File: config.mk
export PLATFORM = sky130hd
export DESIGN_NAME = itbt_ctrl
export DESIGN_NICKNAME = d
export VERILOG_FILES = /design/src/itbt_pkg.sv /design/src/itbt_ctrl.sv
export SDC_FILE = /design/constraint.sdc
export NUM_CORES = 1
export LEC_CHECK = 0
export BUFFER_PORTS_ARGS = -buffer_cell sky130_fd_sc_hd__buf_2
export CAP_MARGIN = 20
export CORE_MARGIN = 2
export CORE_UTILIZATION = 40
export DETAILED_ROUTE_END_ITERATION = 7
export GPL_TIMING_DRIVEN = 0
export SYNTH_ARGS = -nofsm -noshare
export SYNTH_HDL_FRONTEND = slang
export SYNTH_SLANG_ARGS = --single-unit
File: constraint.sdc
create_clock -name clk -period 7.9 [get_ports clk]
set_clock_uncertainty 0.2 [all_clocks]
set_input_delay 0.79 -clock clk [delete_from_list [all_inputs] [get_ports clk]]
set_output_delay 0.79 -clock clk [all_outputs]
set_load 0.005 [all_outputs]
File: src/itbt_pkg.sv
// Constants, register map and state encoding of the byte transfer controller
`default_nettype none
package itbt_pkg;
	localparam int NUM_SETS = 24;
	localparam int NUM_EN_REGS = 7;
	localparam int NUM_SRC = NUM_EN_REGS * 8;
	localparam logic [4:0] LAST_SET = 5'h17;
	// Control-data area in memory
	localparam logic [15:0] CD_BASE = 16'h2c40;
	localparam logic [15:0] CD_END = 16'h2cff;
	localparam logic [3:0] CD_BYTES = 4'h8;
	localparam logic [2:0] FLD_CTL = 3'h0;
	localparam logic [2:0] FLD_BLS = 3'h1;
	localparam logic [2:0] FLD_CCT = 3'h2;
	localparam logic [2:0] FLD_RLD = 3'h3;
	localparam logic [2:0] FLD_SAR_LO = 3'h4;
	localparam logic [2:0] FLD_SAR_HI = 3'h5;
	localparam logic [2:0] FLD_DAR_LO = 3'h6;
	localparam logic [2:0] FLD_DAR_HI = 3'h7;
	// transfer_control bit positions
	localparam int CTL_MODE = 0;
	localparam int CTL_RPT_SEL = 1;
	localparam int CTL_SRC_STEP = 2;
	localparam int CTL_DST_STEP = 3;
	localparam int CTL_CHAIN = 4;
	localparam int CTL_RPT_IRQ = 5;
	// Software register port
	localparam logic [3:0] REG_EN0 = 4'h0;
	localparam logic [3:0] REG_STATUS = 4'h7;
	localparam logic [8:0] BLOCK_256 = 9'h100;
	typedef enum logic [2:0] {
		ITBT_IDLE = 3'b000,
		ITBT_LOAD = 3'b001,
		ITBT_XRD  = 3'b011,
		ITBT_XCAP = 3'b010,
		ITBT_XWR  = 3'b110,
		ITBT_WB   = 3'b111,
		ITBT_DONE = 3'b101
	} itbt_state_t;
endpackage : itbt_pkg
`default_nettype wire

File: src/itbt_ctrl.sv
// Interrupt-triggered single-channel byte transfer controller
`default_nettype none
module itbt_ctrl (
	input  wire logic                        clk,
	input  wire logic                        sys_rst,
	input  wire logic [3:0]                  reg_addr,
	input  wire logic [7:0]                  reg_wdata,
	input  wire logic                        reg_wr,
	input  wire logic                        reg_rd,
	output logic      [7:0]                  reg_rdata,
	input  wire logic [itbt_pkg::NUM_SRC-1:0] src_evt,
	output logic                             bus_req,
	output logic      [15:0]                 mem_addr,
	output logic                             mem_rd,
	output logic                             mem_wr,
	output logic      [7:0]                  mem_wdata,
	input  wire logic [7:0]                  mem_rdata,
	output logic                             cpu_irq,
	output logic      [5:0]                  cpu_irq_src
);
	typedef struct packed {
		itbt_pkg::itbt_state_t    st;
		logic [itbt_pkg::NUM_SRC-1:0] en;
		logic [itbt_pkg::NUM_SRC-1:0] pend;
		logic [5:0]               src;
		logic [4:0]               set;
		logic [3:0]               cnt;
		logic [7:0]               ctl;
		logic [7:0]               bls;
		logic [7:0]               cct;
		logic [7:0]               rld;
		logic [15:0]              sar;
		logic [15:0]              dar;
		logic [8:0]               bcnt;
		logic [7:0]               data;
		logic                     irq_req;
		logic                     stop_req;
		logic                     irq;
		logic [5:0]               irq_src;
		logic [7:0]               rdata;
	} itbt_regs_t;

	itbt_regs_t s;
	itbt_regs_t next_s;

	logic        rpt;
	logic        src_is_area;
	logic        dst_is_area;
	logic [15:0] set_base;

	// Repeat-only bits are masked by the mode bit
	assign rpt = s.ctl[itbt_pkg::CTL_MODE];
	assign src_is_area = rpt && s.ctl[itbt_pkg::CTL_RPT_SEL];
	assign dst_is_area = rpt && !s.ctl[itbt_pkg::CTL_RPT_SEL];
	assign set_base = itbt_pkg::CD_BASE + 16'({s.set, 3'b000});

	// Source index and set number are six and five bits wide; larger sizes would wrap
	if (itbt_pkg::NUM_SRC > 64 || int'(itbt_pkg::LAST_SET) != itbt_pkg::NUM_SETS - 1)
	begin : cfg_check
		$error("package sizes do not fit the index widths");
	end

	// The CPU is held off for the whole activation, chained sets included
	assign bus_req = (s.st != itbt_pkg::ITBT_IDLE);
	assign mem_rd = ((s.st == itbt_pkg::ITBT_LOAD) && (s.cnt < itbt_pkg::CD_BYTES))
		|| (s.st == itbt_pkg::ITBT_XRD);
	assign mem_wr = (s.st == itbt_pkg::ITBT_XWR) || (s.st == itbt_pkg::ITBT_WB);
	assign reg_rdata = s.rdata;
	assign cpu_irq = s.irq;
	assign cpu_irq_src = s.irq_src;

	always_comb
	begin
		unique case (s.st)
			itbt_pkg::ITBT_XRD:  mem_addr = s.sar;
			itbt_pkg::ITBT_XWR:  mem_addr = s.dar;
			default:             mem_addr = set_base + {13'h0000, s.cnt[2:0]};
		endcase
	end

	always_comb
	begin
		unique case (s.cnt[2:0])
			itbt_pkg::FLD_CTL:    mem_wdata = s.ctl;
			itbt_pkg::FLD_BLS:    mem_wdata = s.bls;
			itbt_pkg::FLD_CCT:    mem_wdata = s.cct;
			itbt_pkg::FLD_RLD:    mem_wdata = s.rld;
			itbt_pkg::FLD_SAR_LO: mem_wdata = s.sar[7:0];
			itbt_pkg::FLD_SAR_HI: mem_wdata = s.sar[15:8];
			itbt_pkg::FLD_DAR_LO: mem_wdata = s.dar[7:0];
			itbt_pkg::FLD_DAR_HI: mem_wdata = s.dar[15:8];
		endcase
		if (s.st == itbt_pkg::ITBT_XWR)
			mem_wdata = s.data;
	end

	always_comb
	begin
		logic [5:0]  pick;
		logic        any;
		logic [2:0]  fld;
		logic [15:0] sar_n;
		logic [15:0] dar_n;
		logic        last;
		logic [15:0] area;
		pick = 6'h00;
		any = 1'b0;
		fld = 3'h0;
		sar_n = 16'h0000;
		dar_n = 16'h0000;
		last = 1'b0;
		area = 16'h0000;
		next_s = s;
		next_s.irq = 1'b0;
		next_s.rdata = 8'h00;
		// Lowest numbered pending source is served first
		for (int i = itbt_pkg::NUM_SRC - 1; i >= 0; i--)
		begin
			if (s.pend[i])
			begin
				pick = 6'(i);
				any = 1'b1;
			end
		end
		unique case (s.st)
			itbt_pkg::ITBT_IDLE:
			begin
				if (any)
				begin
					next_s.src = pick;
					// Sources fold onto the sets in turn
					if (pick >= 6'h30)
						next_s.set = 5'(pick - 6'h30);
					else if (pick >= 6'h18)
						next_s.set = 5'(pick - 6'h18);
					else
						next_s.set = pick[4:0];
					next_s.pend[pick] = 1'b0;
					next_s.cnt = 4'h0;
					next_s.irq_req = 1'b0;
					next_s.stop_req = 1'b0;
					next_s.st = itbt_pkg::ITBT_LOAD;
				end
			end
			itbt_pkg::ITBT_LOAD:
			begin
				// Reads are pipelined: field n is captured while n+1 is asked for
				if (s.cnt != 4'h0)
				begin
					fld = 3'(s.cnt - 4'h1);
					unique case (fld)
						itbt_pkg::FLD_CTL:    next_s.ctl = mem_rdata;
						itbt_pkg::FLD_BLS:    next_s.bls = mem_rdata;
						itbt_pkg::FLD_CCT:    next_s.cct = mem_rdata;
						itbt_pkg::FLD_RLD:    next_s.rld = mem_rdata;
						itbt_pkg::FLD_SAR_LO: next_s.sar[7:0] = mem_rdata;
						itbt_pkg::FLD_SAR_HI: next_s.sar[15:8] = mem_rdata;
						itbt_pkg::FLD_DAR_LO: next_s.dar[7:0] = mem_rdata;
						itbt_pkg::FLD_DAR_HI: next_s.dar[15:8] = mem_rdata;
					endcase
				end
				next_s.cnt = s.cnt + 4'h1;
				if (s.cnt == itbt_pkg::CD_BYTES)
				begin
					next_s.cnt = 4'h0;
					next_s.bcnt = (s.bls == 8'h00) ? itbt_pkg::BLOCK_256 : {1'b0, s.bls};
					next_s.st = itbt_pkg::ITBT_XRD;
				end
			end
			itbt_pkg::ITBT_XRD:
				next_s.st = itbt_pkg::ITBT_XCAP;
			itbt_pkg::ITBT_XCAP:
			begin
				next_s.data = mem_rdata;
				next_s.st = itbt_pkg::ITBT_XWR;
			end
			itbt_pkg::ITBT_XWR:
			begin
				// The repeat area always walks; its step bit is ignored
				sar_n = s.sar + {15'h0000, src_is_area || s.ctl[itbt_pkg::CTL_SRC_STEP]};
				dar_n = s.dar + {15'h0000, dst_is_area || s.ctl[itbt_pkg::CTL_DST_STEP]};
				next_s.bcnt = s.bcnt - 9'h001;
				next_s.st = itbt_pkg::ITBT_XRD;
				if (s.bcnt == 9'h001)
				begin
					last = (s.cct == 8'h01);
					next_s.cct = s.cct - 8'h01;
					area = 16'(s.rld * s.bls);
					if (last && rpt)
					begin
						next_s.cct = s.rld;
						if (src_is_area)
							sar_n = sar_n - area;
						else
							dar_n = dar_n - area;
					end
					if (last && (!rpt || s.ctl[itbt_pkg::CTL_RPT_IRQ]))
					begin
						next_s.irq_req = 1'b1;
						next_s.stop_req = 1'b1;
					end
					next_s.cnt = 4'h0;
					next_s.st = itbt_pkg::ITBT_WB;
				end
				next_s.sar = sar_n;
				next_s.dar = dar_n;
			end
			itbt_pkg::ITBT_WB:
			begin
				next_s.cnt = s.cnt + 4'h1;
				if (s.cnt == itbt_pkg::CD_BYTES - 4'h1)
				begin
					next_s.cnt = 4'h0;
					// A chain bit in the last set is a software fault; it is not followed
					if (s.ctl[itbt_pkg::CTL_CHAIN] && (s.set != itbt_pkg::LAST_SET))
					begin
						next_s.set = s.set + 5'h01;
						next_s.st = itbt_pkg::ITBT_LOAD;
					end
					else
						next_s.st = itbt_pkg::ITBT_DONE;
				end
			end
			itbt_pkg::ITBT_DONE:
			begin
				if (s.stop_req)
					next_s.en[s.src] = 1'b0;
				next_s.irq = s.irq_req;
				next_s.irq_src = s.src;
				next_s.st = itbt_pkg::ITBT_IDLE;
			end
			default:
				next_s.st = itbt_pkg::ITBT_IDLE;
		endcase
		// A software write lands after the hardware stop and so wins over it
		for (int r = 0; r < itbt_pkg::NUM_EN_REGS; r++)
		begin
			if (reg_wr && (reg_addr == itbt_pkg::REG_EN0 + 4'(r)))
				next_s.en[r*8 +: 8] = reg_wdata;
			if (reg_rd && (reg_addr == itbt_pkg::REG_EN0 + 4'(r)))
				next_s.rdata = s.en[r*8 +: 8];
		end
		if (reg_rd && (reg_addr == itbt_pkg::REG_STATUS))
			next_s.rdata = {bus_req, 2'b00, s.set};
		// New events win over the service clear; disabled sources are dropped
		next_s.pend = (next_s.pend | (src_evt & s.en)) & next_s.en;
	end

	always_ff @(posedge clk)
	begin
		if (sys_rst)
		begin
			s <= '0;
			s.st <= itbt_pkg::ITBT_IDLE;
		end
		else
			s <= next_s;
	end
endmodule // itbt_ctrl
`default_nettype wire

==> impl_results.md, run 1 <==
* CTS sink count at between 200 and 250
* Inserted Clock Buffers at 26
* Routed met1 length at approximately 27000 um
* Maximum clock path buffer count at 3
* Post-synth EDFFs at 0
* Bufs and invs on worst path at 4
* Ys async rst share at 0%
* WL met3 at around 5300 um
* Antenna diodes at 0
* Finish-stage setup viols at 0
* Family with the most delay on the worst path: adder cells
* Layout cell share with drive strength beyond 1 at roughly a tenth
* Drt pass-1 iters at 6
* Tcrit/Tclk final at between 80% and 90%
* Area of placed instances at between 0.015 and 0.02 mm2
* Grt total ovfl at 0
* Area contributors post-synth: dfxtp_1 28%, a21oi_1 7.1%, ha_1 6.5%
* Max-cap violations at 0
* Largest area contributor in the netlist: dfxtp_1
* Most numerous cell in the Yosys netlist: nand2_1
* Final cell count without fillers at about 2900
* CTS resizes at 0
* Fin Setup TNS at 0 ns
* Mapped Cells at 2173
* IO buf count at 120
* Vias in the first global route at about 16000
* Cell Chain, Critical Path: clkbuf_1, and2_1, fa_1, ha_1, inv_1, fa_1, fa_1, inv_1, ha_1, inv_1, o21bai_1, a21oi_1, xor2_1, ha_1, a21oi_1, nand2_1, or2_2, o21ai_0, o21bai_1, a21oi_1, xnor2_1, a31oi_1, a311oi_1
* Max layer used: met4
* Area growth from synthesis to layout at 13.45%
* Worst path required time at just over 8 ns
* Crit path launch type: flop
* Core ar. at 0.04055 mm2
* YS warnings at 0
* Routed via count at approximately 17000
* Dpl hpwl at ~51000 um
* Synth Register Bits at ~230
* Mapped cell area at between 0.015 and 0.02 mm2
* Leak at between 7 and 8 nW
* CTS root buf: clkbuf_16
* Starting DRT DRC Count at approximately 1800
* Die Span X at 206.0 um
* Avg Cell Area, Syn at about 7.5 um2
* CP max FO at 10
* Routability cong. at 0.9781
* Final antenna-violating net count at 0
* Post-synth top cells: 253 x nand2_1, 248 x nor2_1, 233 x a21oi_1
* Nets at approximately 2500
* Hold-fix buffers, CTS at 0
* Initial antenna violation count at 0
* Design Area, Final at 0.01852 mm2
* Routed length per instance at approximately 23 um
* CTS clk-pin slew, worst paths at 0.07 ns
* Setup bufs post-CTS at 0
* Relative slew slack at roughly a quarter
* First-pass GRT wire length at between 90000 and 100000 um
* Vias/cell at 6.020
* Crit path DAT at about 7 ns
* Worst Hold Class: in2reg
* CTS H-tree lvls at 1
* Die Ht at between 200 and 250 um
* Skew-Pair Late Insertion Delay at approximately 0.57 ns
* Crit end category: flop
* Cell count after placement at 2825
* I/O pins at ~120
* Mapped Nets at ~2400
* Final hold slack at 0.2637 ns
* Pin count of the biggest net entering global routing at 14
* Top FF cell, synth: dfxtp_1
* Met2 WL at 29800 um
* Slew @ Worst Pin at 1.108 ns
* Gr usage total at between 30% and 40%
* Final Hold Vio Count at 0
* CP max stage cell: clkbuf_1
* Pins Over Slew Limit at 0
* Final min period at approximately 6.7 ns
* Slowest stage delay, CP at 0.57 ns
* Initial core utilization at between 40 and 50%
* VDD IR max at roughly 0.00013 V
* Die Area at about 0.042 mm2
* Status: completed
* Critical Setup Path Class: reg2reg
* Rows at 74
* Routed wire length at 65440 um
* CTS tree: built
* Yosys top cell area share at between 20 and 30%
* Unrepaired setup endpoints after global routing: false
* Synth cell types at 86
* Post-synthesis sequential area ratio at between 20% and 30%
* Final worst slack at 1.195 ns
* Fmax at 0.1491 GHz
* Setup WS pre-CTS at 1.277 ns
* Pwr Density at about 140 mW/mm2
* Residual DRC count at 0
==> worst reg2reg max path: stages, from the launching register on <==
cell,delay [ns]
dfxtp_1,0.33
clkbuf_1,0.57
and2_1,0.25
fa_1,0.41
ha_1,0.29
inv_1,0.05
fa_1,0.50
fa_1,0.56
inv_1,0.05
ha_1,0.30
inv_1,0.10
o21bai_1,0.09
a21oi_1,0.23
xor2_1,0.51
ha_1,0.39
a21oi_1,0.17
nand2_1,0.09
or2_2,0.30
o21ai_0,0.30
o21bai_1,0.10
a21oi_1,0.19
xnor2_1,0.17
a31oi_1,0.13
a311oi_1,0.31
==> cells in the final DEF, fill, tap and decap left out, types with 33 or more instances in the layout <==
master,count
nor2_1,248
nor3_1,33
clkbuf_1,104
fa_1,38
dfxtp_1,227
and2_1,47
buf_2,125
nand2_1,253
nand3_1,67
a21oi_1,233
o21ai_0,192
xnor2_1,40
ha_1,85
inv_1,100
==> where the power goes <==
group	total (mW)	internal (mW)	switching (mW)
clock network	1.33	0.806	0.525
logic	0.120	0.0352	0.0844
registers	1.15	1.15	0.00459
==> registers in the layout, summed over array words and instances (netlist names), named ones only <==
signal / cells
s: 210
rpt: 1
reg_rdata: 8
cpu_irq: 1
cpu_irq_src: 6
==> per-layer routing <==
layer  vias to the layer above  GRT usage, %
li1                       8007             -
met1                      8284         39.66
met2                       827         49.64
met3                       164         3.910
met4                         0         13.04
met5                         -             0
==> path summary, 6_finish.rpt <==
| kind | from | cells after the start | end | slack (ns) |
|---|---|---|---|---|
| max | s[70] | 23 | s[61] | 1.19 |
| min | src_evt[22] | 3 | s[135] | 0.26 |
| max reg2reg | s[70] | 23 | s[61] | 1.19 |
| min reg2reg | s[97] | 2 | s[97] | 0.27 |
==> kinds of logic (layout without fill, tap and decap cells) <==
logic type      after synthesis  after routing  synth area share (%)
compound gates              683            683                 25.66
simple gates                807            807                 23.25
mux                          33             33                 2.667
buf+inv                     233            399                 5.810
flops                       227            227                 27.84
xor+xnor                     67             67                 3.595
fa+ha+maj                   123            123                 11.17
==> layout make-up <==
class	count	area, um2
timing repair buffer	120	600.6
sequential	227	4544
clock buffer	36	768.2
multi-input combinational	1713	10830
inverter	101	379.1
fill	4159	22030
buffer	132	569.3
clock inverter	10	161.4
tap	532	665.6
==> stage by stage <==
stage	power [mW]	util, %
after floorplan	1.227	-
after global placement	1.295	43.38
after detailed placement	1.295	43.38
after CTS	2.614	45.67
after global routing	2.664	45.67
final	2.604	45.67
Note: power is estimated with default switching activity, not from simulation.
==> inputs of run 2 (changes only) <==
==> constraint.sdc (replaced) <==
create_clock -name clk -period 5.8 [get_ports clk]
set_clock_uncertainty 0.2 [all_clocks]
set_input_delay 0.58 -clock clk [delete_from_list [all_inputs] [get_ports clk]]
set_output_delay 0.58 -clock clk [all_outputs]
set_load 0.005 [all_outputs]
==> run 2 against run 1 <==
Net effect: non-clock buffer count increased by 15; wire length increased by 2.1%; utilization increased by 1.7 points; power increased by 36%; die area unchanged; combinational power increased by 36%; clock power increased by 37%; register-to-register slack got worse by 1.1 ns; critical path type unchanged; critical endpoint is now s[65]; largest cell class unchanged; largest power group unchanged.
==> impl_results.md, run 2 (synthesized netlist as in run 1, its figures left out) <==
* Worst Setup EP: s[65]
* Tcrit/Tclk final at around 98%
* Leak at approximately 7.6 nW
* Drt pass-1 iters at 6
* Die Ht at roughly 210 um
* Setup WS pre-CTS at -0.8235 ns
* Gr usage total at 30.60%
* CTS sink count at between 200 and 250
* Pins Over Slew Limit at 0
* Worst Hold Class: in2reg
* Finish-stage setup viols at 0
* Relative slew slack at about a quarter
* CP max FO at 7
* Reg2reg path depth at 21
* Max-cap violations at 0
* Pin count of the biggest net entering global routing at 14
* Crit path from: s[71]
* Residual DRC count at 0
* Area growth from synthesis to layout at 17.67%
* Routed wire length at between 60000 and 70000 um
* Routed via count at 17480
* Crit end category: flop
* Core ar. at 0.04055 mm2
* Rows at 74
* Final min period at 5.695 ns
* Most common cell after layout, fill and taps aside: nand2_1
* Initial antenna violation count at 0
* Worst R2R Start: s[71]
* Initial core utilization at between 40% and 50%
* Vias/cell at between 6 and 7
* Worst path required time at around 6 ns
* Final worst slack at approximately 0.11 ns
* R2R Setup Slk at ~0.11 ns
* Final cell count without fillers at between 2000 and 3000
* CTS tree: built
* Crit path launch type: flop
* Pwr Density at roughly 180 mW/mm2
* Largest Register: s
* Unrepaired setup endpoints after global routing: true
* Layout cell share with drive strength beyond 1 at 14.70%
* Dpl hpwl at between 50000 and 60000 um
* VDD IR max at roughly 0.00019 V
* Nets at 2539
* IO buf count at 120
* CTS root buf: clkbuf_16
* Grt total ovfl at 0
* Final antenna-violating net count at 0
* Commonest cells after routing, fill and taps aside: 249 x nand2_1, 247 x nor2_1, 223 x a21oi_1
* Cell count after placement at 2825
* Max FFs per register at 210
* Critical Setup Path Class: reg2reg
* Maximum clock path buffer count at 3
* Slew @ Worst Pin at around 1.1 ns
* Antenna diodes at 0
* Routability cong. at between 0.9 and 1
* I/O pins at roughly 120
* Routed length per instance at 23.15 um
* CTS clk-pin slew, worst paths at approximately 0.060 ns
* Reg2Reg Capture Point: s[65]
* CTS H-tree lvls at 1
* Inserted Clock Buffers at 26
* Fmax at around 0.18 GHz
* Die Span X at between 200 and 250 um
* Final Hold Vio Count at 0
* First-pass GRT wire length at slightly below 100000 um
* Status: completed
* Vias in the first global route at 16380
* Crit path DAT at 5.96 ns
* Skew-Pair Late Insertion Delay at ~0.57 ns
* Starting DRT DRC Count at roughly 1700
* Die Area at between 0.04 and 0.05 mm2
-- run 2: report_power, final --
part           leakage, nW  internal (mW)  total, mW  switching [mW]
combinational         5.30         0.0480      0.163           0.115
clock                0.463           1.10       1.82           0.719
sequential            1.84           1.56       1.57         0.00623
total                 7.60           2.71       3.55           0.841
-- run 2: critical path, cell delays in order (launching register included) --
cell and delay (ns):
dfxtp_2 0.36, buf_8 0.15, nand2_4 0.05, fa_1 0.54, inv_2 0.04, fa_1 0.56, fa_1 0.45, fa_1 0.61
ha_4 0.23, o21a_1 0.18, nor2_2 0.13, a21oi_2 0.05, a21oi_2 0.19, xor2_2 0.29, ha_1 0.31, or2_4 0.24
a21oi_2 0.13, a21oi_2 0.06, a31oi_1 0.24, xnor2_1 0.21, a21oi_1 0.14, o32ai_2 0.24
-- run 2: worst min path at each step --
stage / from / end / depth (start not counted)
after floorplan: s[96] / s[96] / 2
after global placement: s[96] / s[96] / 2
after detailed placement: s[96] / s[96] / 2
after CTS: src_evt[22] / s[135] / 3
after global routing: src_evt[30] / s[143] / 3
final: src_evt[22] / s[135] / 3
-- run 2: routing by layer --
| layer | vias to the layer above | part of all wire, % | track usage [%] |
|---|---|---|---|
| li1 | 8022 | - | - |
| met1 | 8479 | 42 | 40.37 |
| met2 | 809 | 46 | 50.40 |
| met3 | 171 | 7.6 | 3.705 |
| met4 | 0 | 4.8 | 13.04 |
| met5 | - | 0 | 0 |
-- run 2: layout make-up --
type                       instances  area, um2
buffer                           117      535.5
clock buffer                      36      768.2
clock inverter                    10      161.4
fill                            4104      21340
inverter                         101      379.1
multi-input combinational       1713      11260
sequential                       227       4592
tap                              532      665.6
timing repair buffer             150      844.6
-- run 2: through the flow --
step	utilization, %	power (mW)	hold slack (ns)	instance area [um2]	setup TNS [ns]
3_3_place_gp	43.38	1.764	0.2451	17590	-6.968
2_1_floorplan	-	1.671	0.2357	16320	0
6_report	47.37	3.546	0.04984	19210	0
3_5_place_dp	43.38	1.764	0.2551	17590	-7.682
4_1_cts	46.56	3.557	0.04271	18880	0
5_1_grt	47.37	3.625	0.06207	19210	-0.3500
-- run 2: timing repair --
item,4_1_cts,5_1_grt
gates resized for setup,66,54
cloned,0,0
pin swaps,24,54
setup endpoints to repair,15,14
buffers inserted,15,15
hold buffers,0,0
==> inputs of run 3 (changes only) <==
--- a/config.mk
+++ b/config.mk
@@ -8,7 +8,7 @@
 export BUFFER_PORTS_ARGS = -buffer_cell sky130_fd_sc_hd__buf_2
 export CAP_MARGIN = 20
 export CORE_MARGIN = 2
-export CORE_UTILIZATION = 40
+export CORE_UTILIZATION = 30
 export DETAILED_ROUTE_END_ITERATION = 7
 export GPL_TIMING_DRIVEN = 0
 export SYNTH_ARGS = -nofsm -noshare
==> run 3 against run 2 <==
Net effect: critical path type unchanged; sequential share of layout area fell by 0.16 points; via count rose by 0.22%; critical path depth rose by 4; highest routed layer is now met5; die area rose by 33%; wire length barely moved; power fell by 3.6%; count of clock-buffer cells in the layout did not move; utilization fell by 11 points; sequential power barely moved; worst hold slack improved by 0.00091 ns.
==> impl_results.md, run 3 (synthesized netlist as in run 1, its figures left out) <==
* Bufs and invs on worst path at 6
* Final worst slack at 0.05016 ns
* Starting DRT DRC Count at 1755
* Gr usage total at 22.79%
* Setup WS pre-CTS at -0.7998 ns
* CTS sink count at about 230
* Slowest stage delay, CP at approximately 0.53 ns
* Rows at 85
* Crit path launch type: flop
* Family with the most delay on the worst path: adder cells
* CTS H-tree lvls at 1
* Final min period at between 5 and 6 ns
* Die Area at about 0.056 mm2
* Nets at roughly 2500
* Max FFs per register at 210
* Pins Over Slew Limit at 0
* Tcrit/Tclk final at ~100%
* Routed wire length at roughly 67000 um
* Maximum clock path buffer count at 3
* Hold-fix buffers, CTS at 0
* Core ar. at 0.05381 mm2
* Skew-Pair Late Insertion Delay at 0.57 ns
* Pin count of the biggest net entering global routing at 14
* Critical Setup Path Class: reg2reg
* Residual DRC count at 0
* VDD IR max at roughly 0.00023 V
* Antenna diodes at 0
* Vias/cell at roughly 5.7
* CTS root buf: clkbuf_16
* Worst path required time at 6.05 ns
* CP max stage cell: fa_1
* Fmax at 0.1739 GHz
* IO buf count at 120
* Die Span X at around 240 um
* Routed length per instance at approximately 22 um
* Relative slew slack at a little over a quarter
* Final Hold Vio Count at 0
* Leak at 7.573 nW
* Inserted Clock Buffers at 25
* First-pass GRT wire length at a little under 100000 um
* Routed via count at 17520
* Status: completed
* Crit-path most repeated cell: fa_1
* Layout cell share with drive strength beyond 1 at between 10% and 20%
* CP max FO at 6
* Pwr Density at 176.9 mW/mm2
* Largest Register: s
* Crit end category: flop
* CTS tree: built
* Worst Hold Class: in2reg
* Vias in the first global route at between 15000 and 20000
* Initial core utilization at a little under a third
* Crit path DAT at roughly 6.0 ns
* Dpl hpwl at between 50000 and 60000 um
* Unrepaired setup endpoints after global routing: true
* Most common cell after layout, fill and taps aside: nand2_1
* Grt total ovfl at 0
* Area growth from synthesis to layout at 18.37%
* CTS clk-pin slew, worst paths at 0.07 ns
* Initial antenna violation count at 3
* I/O pins at approximately 120
* Commonest cells after routing, fill and taps aside: 252 x nand2_1, 247 x nor2_1, 224 x a21oi_1
* Final antenna-violating net count at 0
* Total power at about 3.4 mW
* Slew @ Worst Pin at about 1.1 ns
* Max-cap violations at 0
* Die Ht at 237.3 um
* Drt pass-1 iters at 8
* Finish-stage setup viols at 0
* Routability cong. at roughly 0.99
## run 3: cell types whose count changed in the layout (fill, tap and decap cells not counted), moves of 3 or more
| cell | change |
|---|---|
| buf_4 | +7 |
| ha_4 | -4 |
| clkbuf_1 | +3 |
| ha_1 | +3 |
| inv_2 | -3 |
| nand2_1 | +3 |
## run 3: cell type report
| type | count | area, um2 |
|---|---|---|
| Clock inverter | 9 | 112.6 |
| Inverter | 101 | 381.6 |
| Clock buffer | 36 | 737.0 |
| Fill cell | 5634 | 34490 |
| Sequential cell | 227 | 4588 |
| Timing Repair Buffer | 155 | 874.6 |
| Tap cell | 696 | 870.8 |
| Buffer | 121 | 560.5 |
| Multi-Input combinational cell | 1713 | 11200 |
## run 3: what timing repair did
| action | in CTS | in global routing |
|---|---|---|
| resized for setup | 60 | 49 |
| buffers inserted | 14 | 21 |
| pin swaps | 21 | 44 |
| endpoints found under the setup margin | 15 | 12 |
## run 3: path summary, 6_finish.rpt
kind                                  start  endpoint  slack, ns  cells past startpoint
worst max register to register        s[84]     s[47]       0.05                     25
worst min register to register        s[96]     s[96]       0.26                      2
worst min-delay path            src_evt[34]    s[147]       0.05                      3
worst max-delay path                  s[84]     s[47]       0.05                     25
## run 3: power by group
group          leakage (nW)  total [mW]  internal (mW)  switching [mW]
clock network         0.421        1.69          0.974           0.716
registers              1.84        1.57           1.56         0.00632
logic                  5.31       0.163         0.0480           0.115
## run 3: worst register-to-register path: cells and delay by family (launching register included)
| kind | cells | cell delay, ns |
|---|---|---|
| flip-flops | 1 | 0.39 |
| AO/OA/AOI/OAI | 6 | 0.98 |
| AND/OR/NAND/NOR | 6 | 0.98 |
| XOR/XNOR | 1 | 0.19 |
| buffers and inverters | 6 | 0.56 |
| adder cells (fa/ha/maj) | 6 | 2.33 |
## run 3: metal layers
| layer | track usage (%) | part of all wire [%] | vias to the layer above |
|---|---|---|---|
| li1 | - | - | 8032 |
| met1 | 28.97 | 40 | 8413 |
| met2 | 37.95 | 46 | 908 |
| met3 | 3.867 | 8.9 | 164 |
| met4 | 9.968 | 4.4 | 2 |
| met5 | 0 | 0.015 | - |
## run 3: through the flow
stage / instances / area [um2] / utilization (%) / setup TNS (ns) / hold slack, ns
detailed placement: 2989 / 17800 / 33.07 / -8.451 / 0.2464
floorplan: 2173 / 16320 / - / 0 / 0.2357
finish: 3058 / 19320 / 35.91 / 0 / 0.05075
global placement: 2989 / 17800 / 33.07 / -7.808 / 0.2446
CTS: 3037 / 18970 / 35.25 / 0 / 0.03286
global route: 3058 / 19320 / 35.91 / -0.2455 / 0.04638
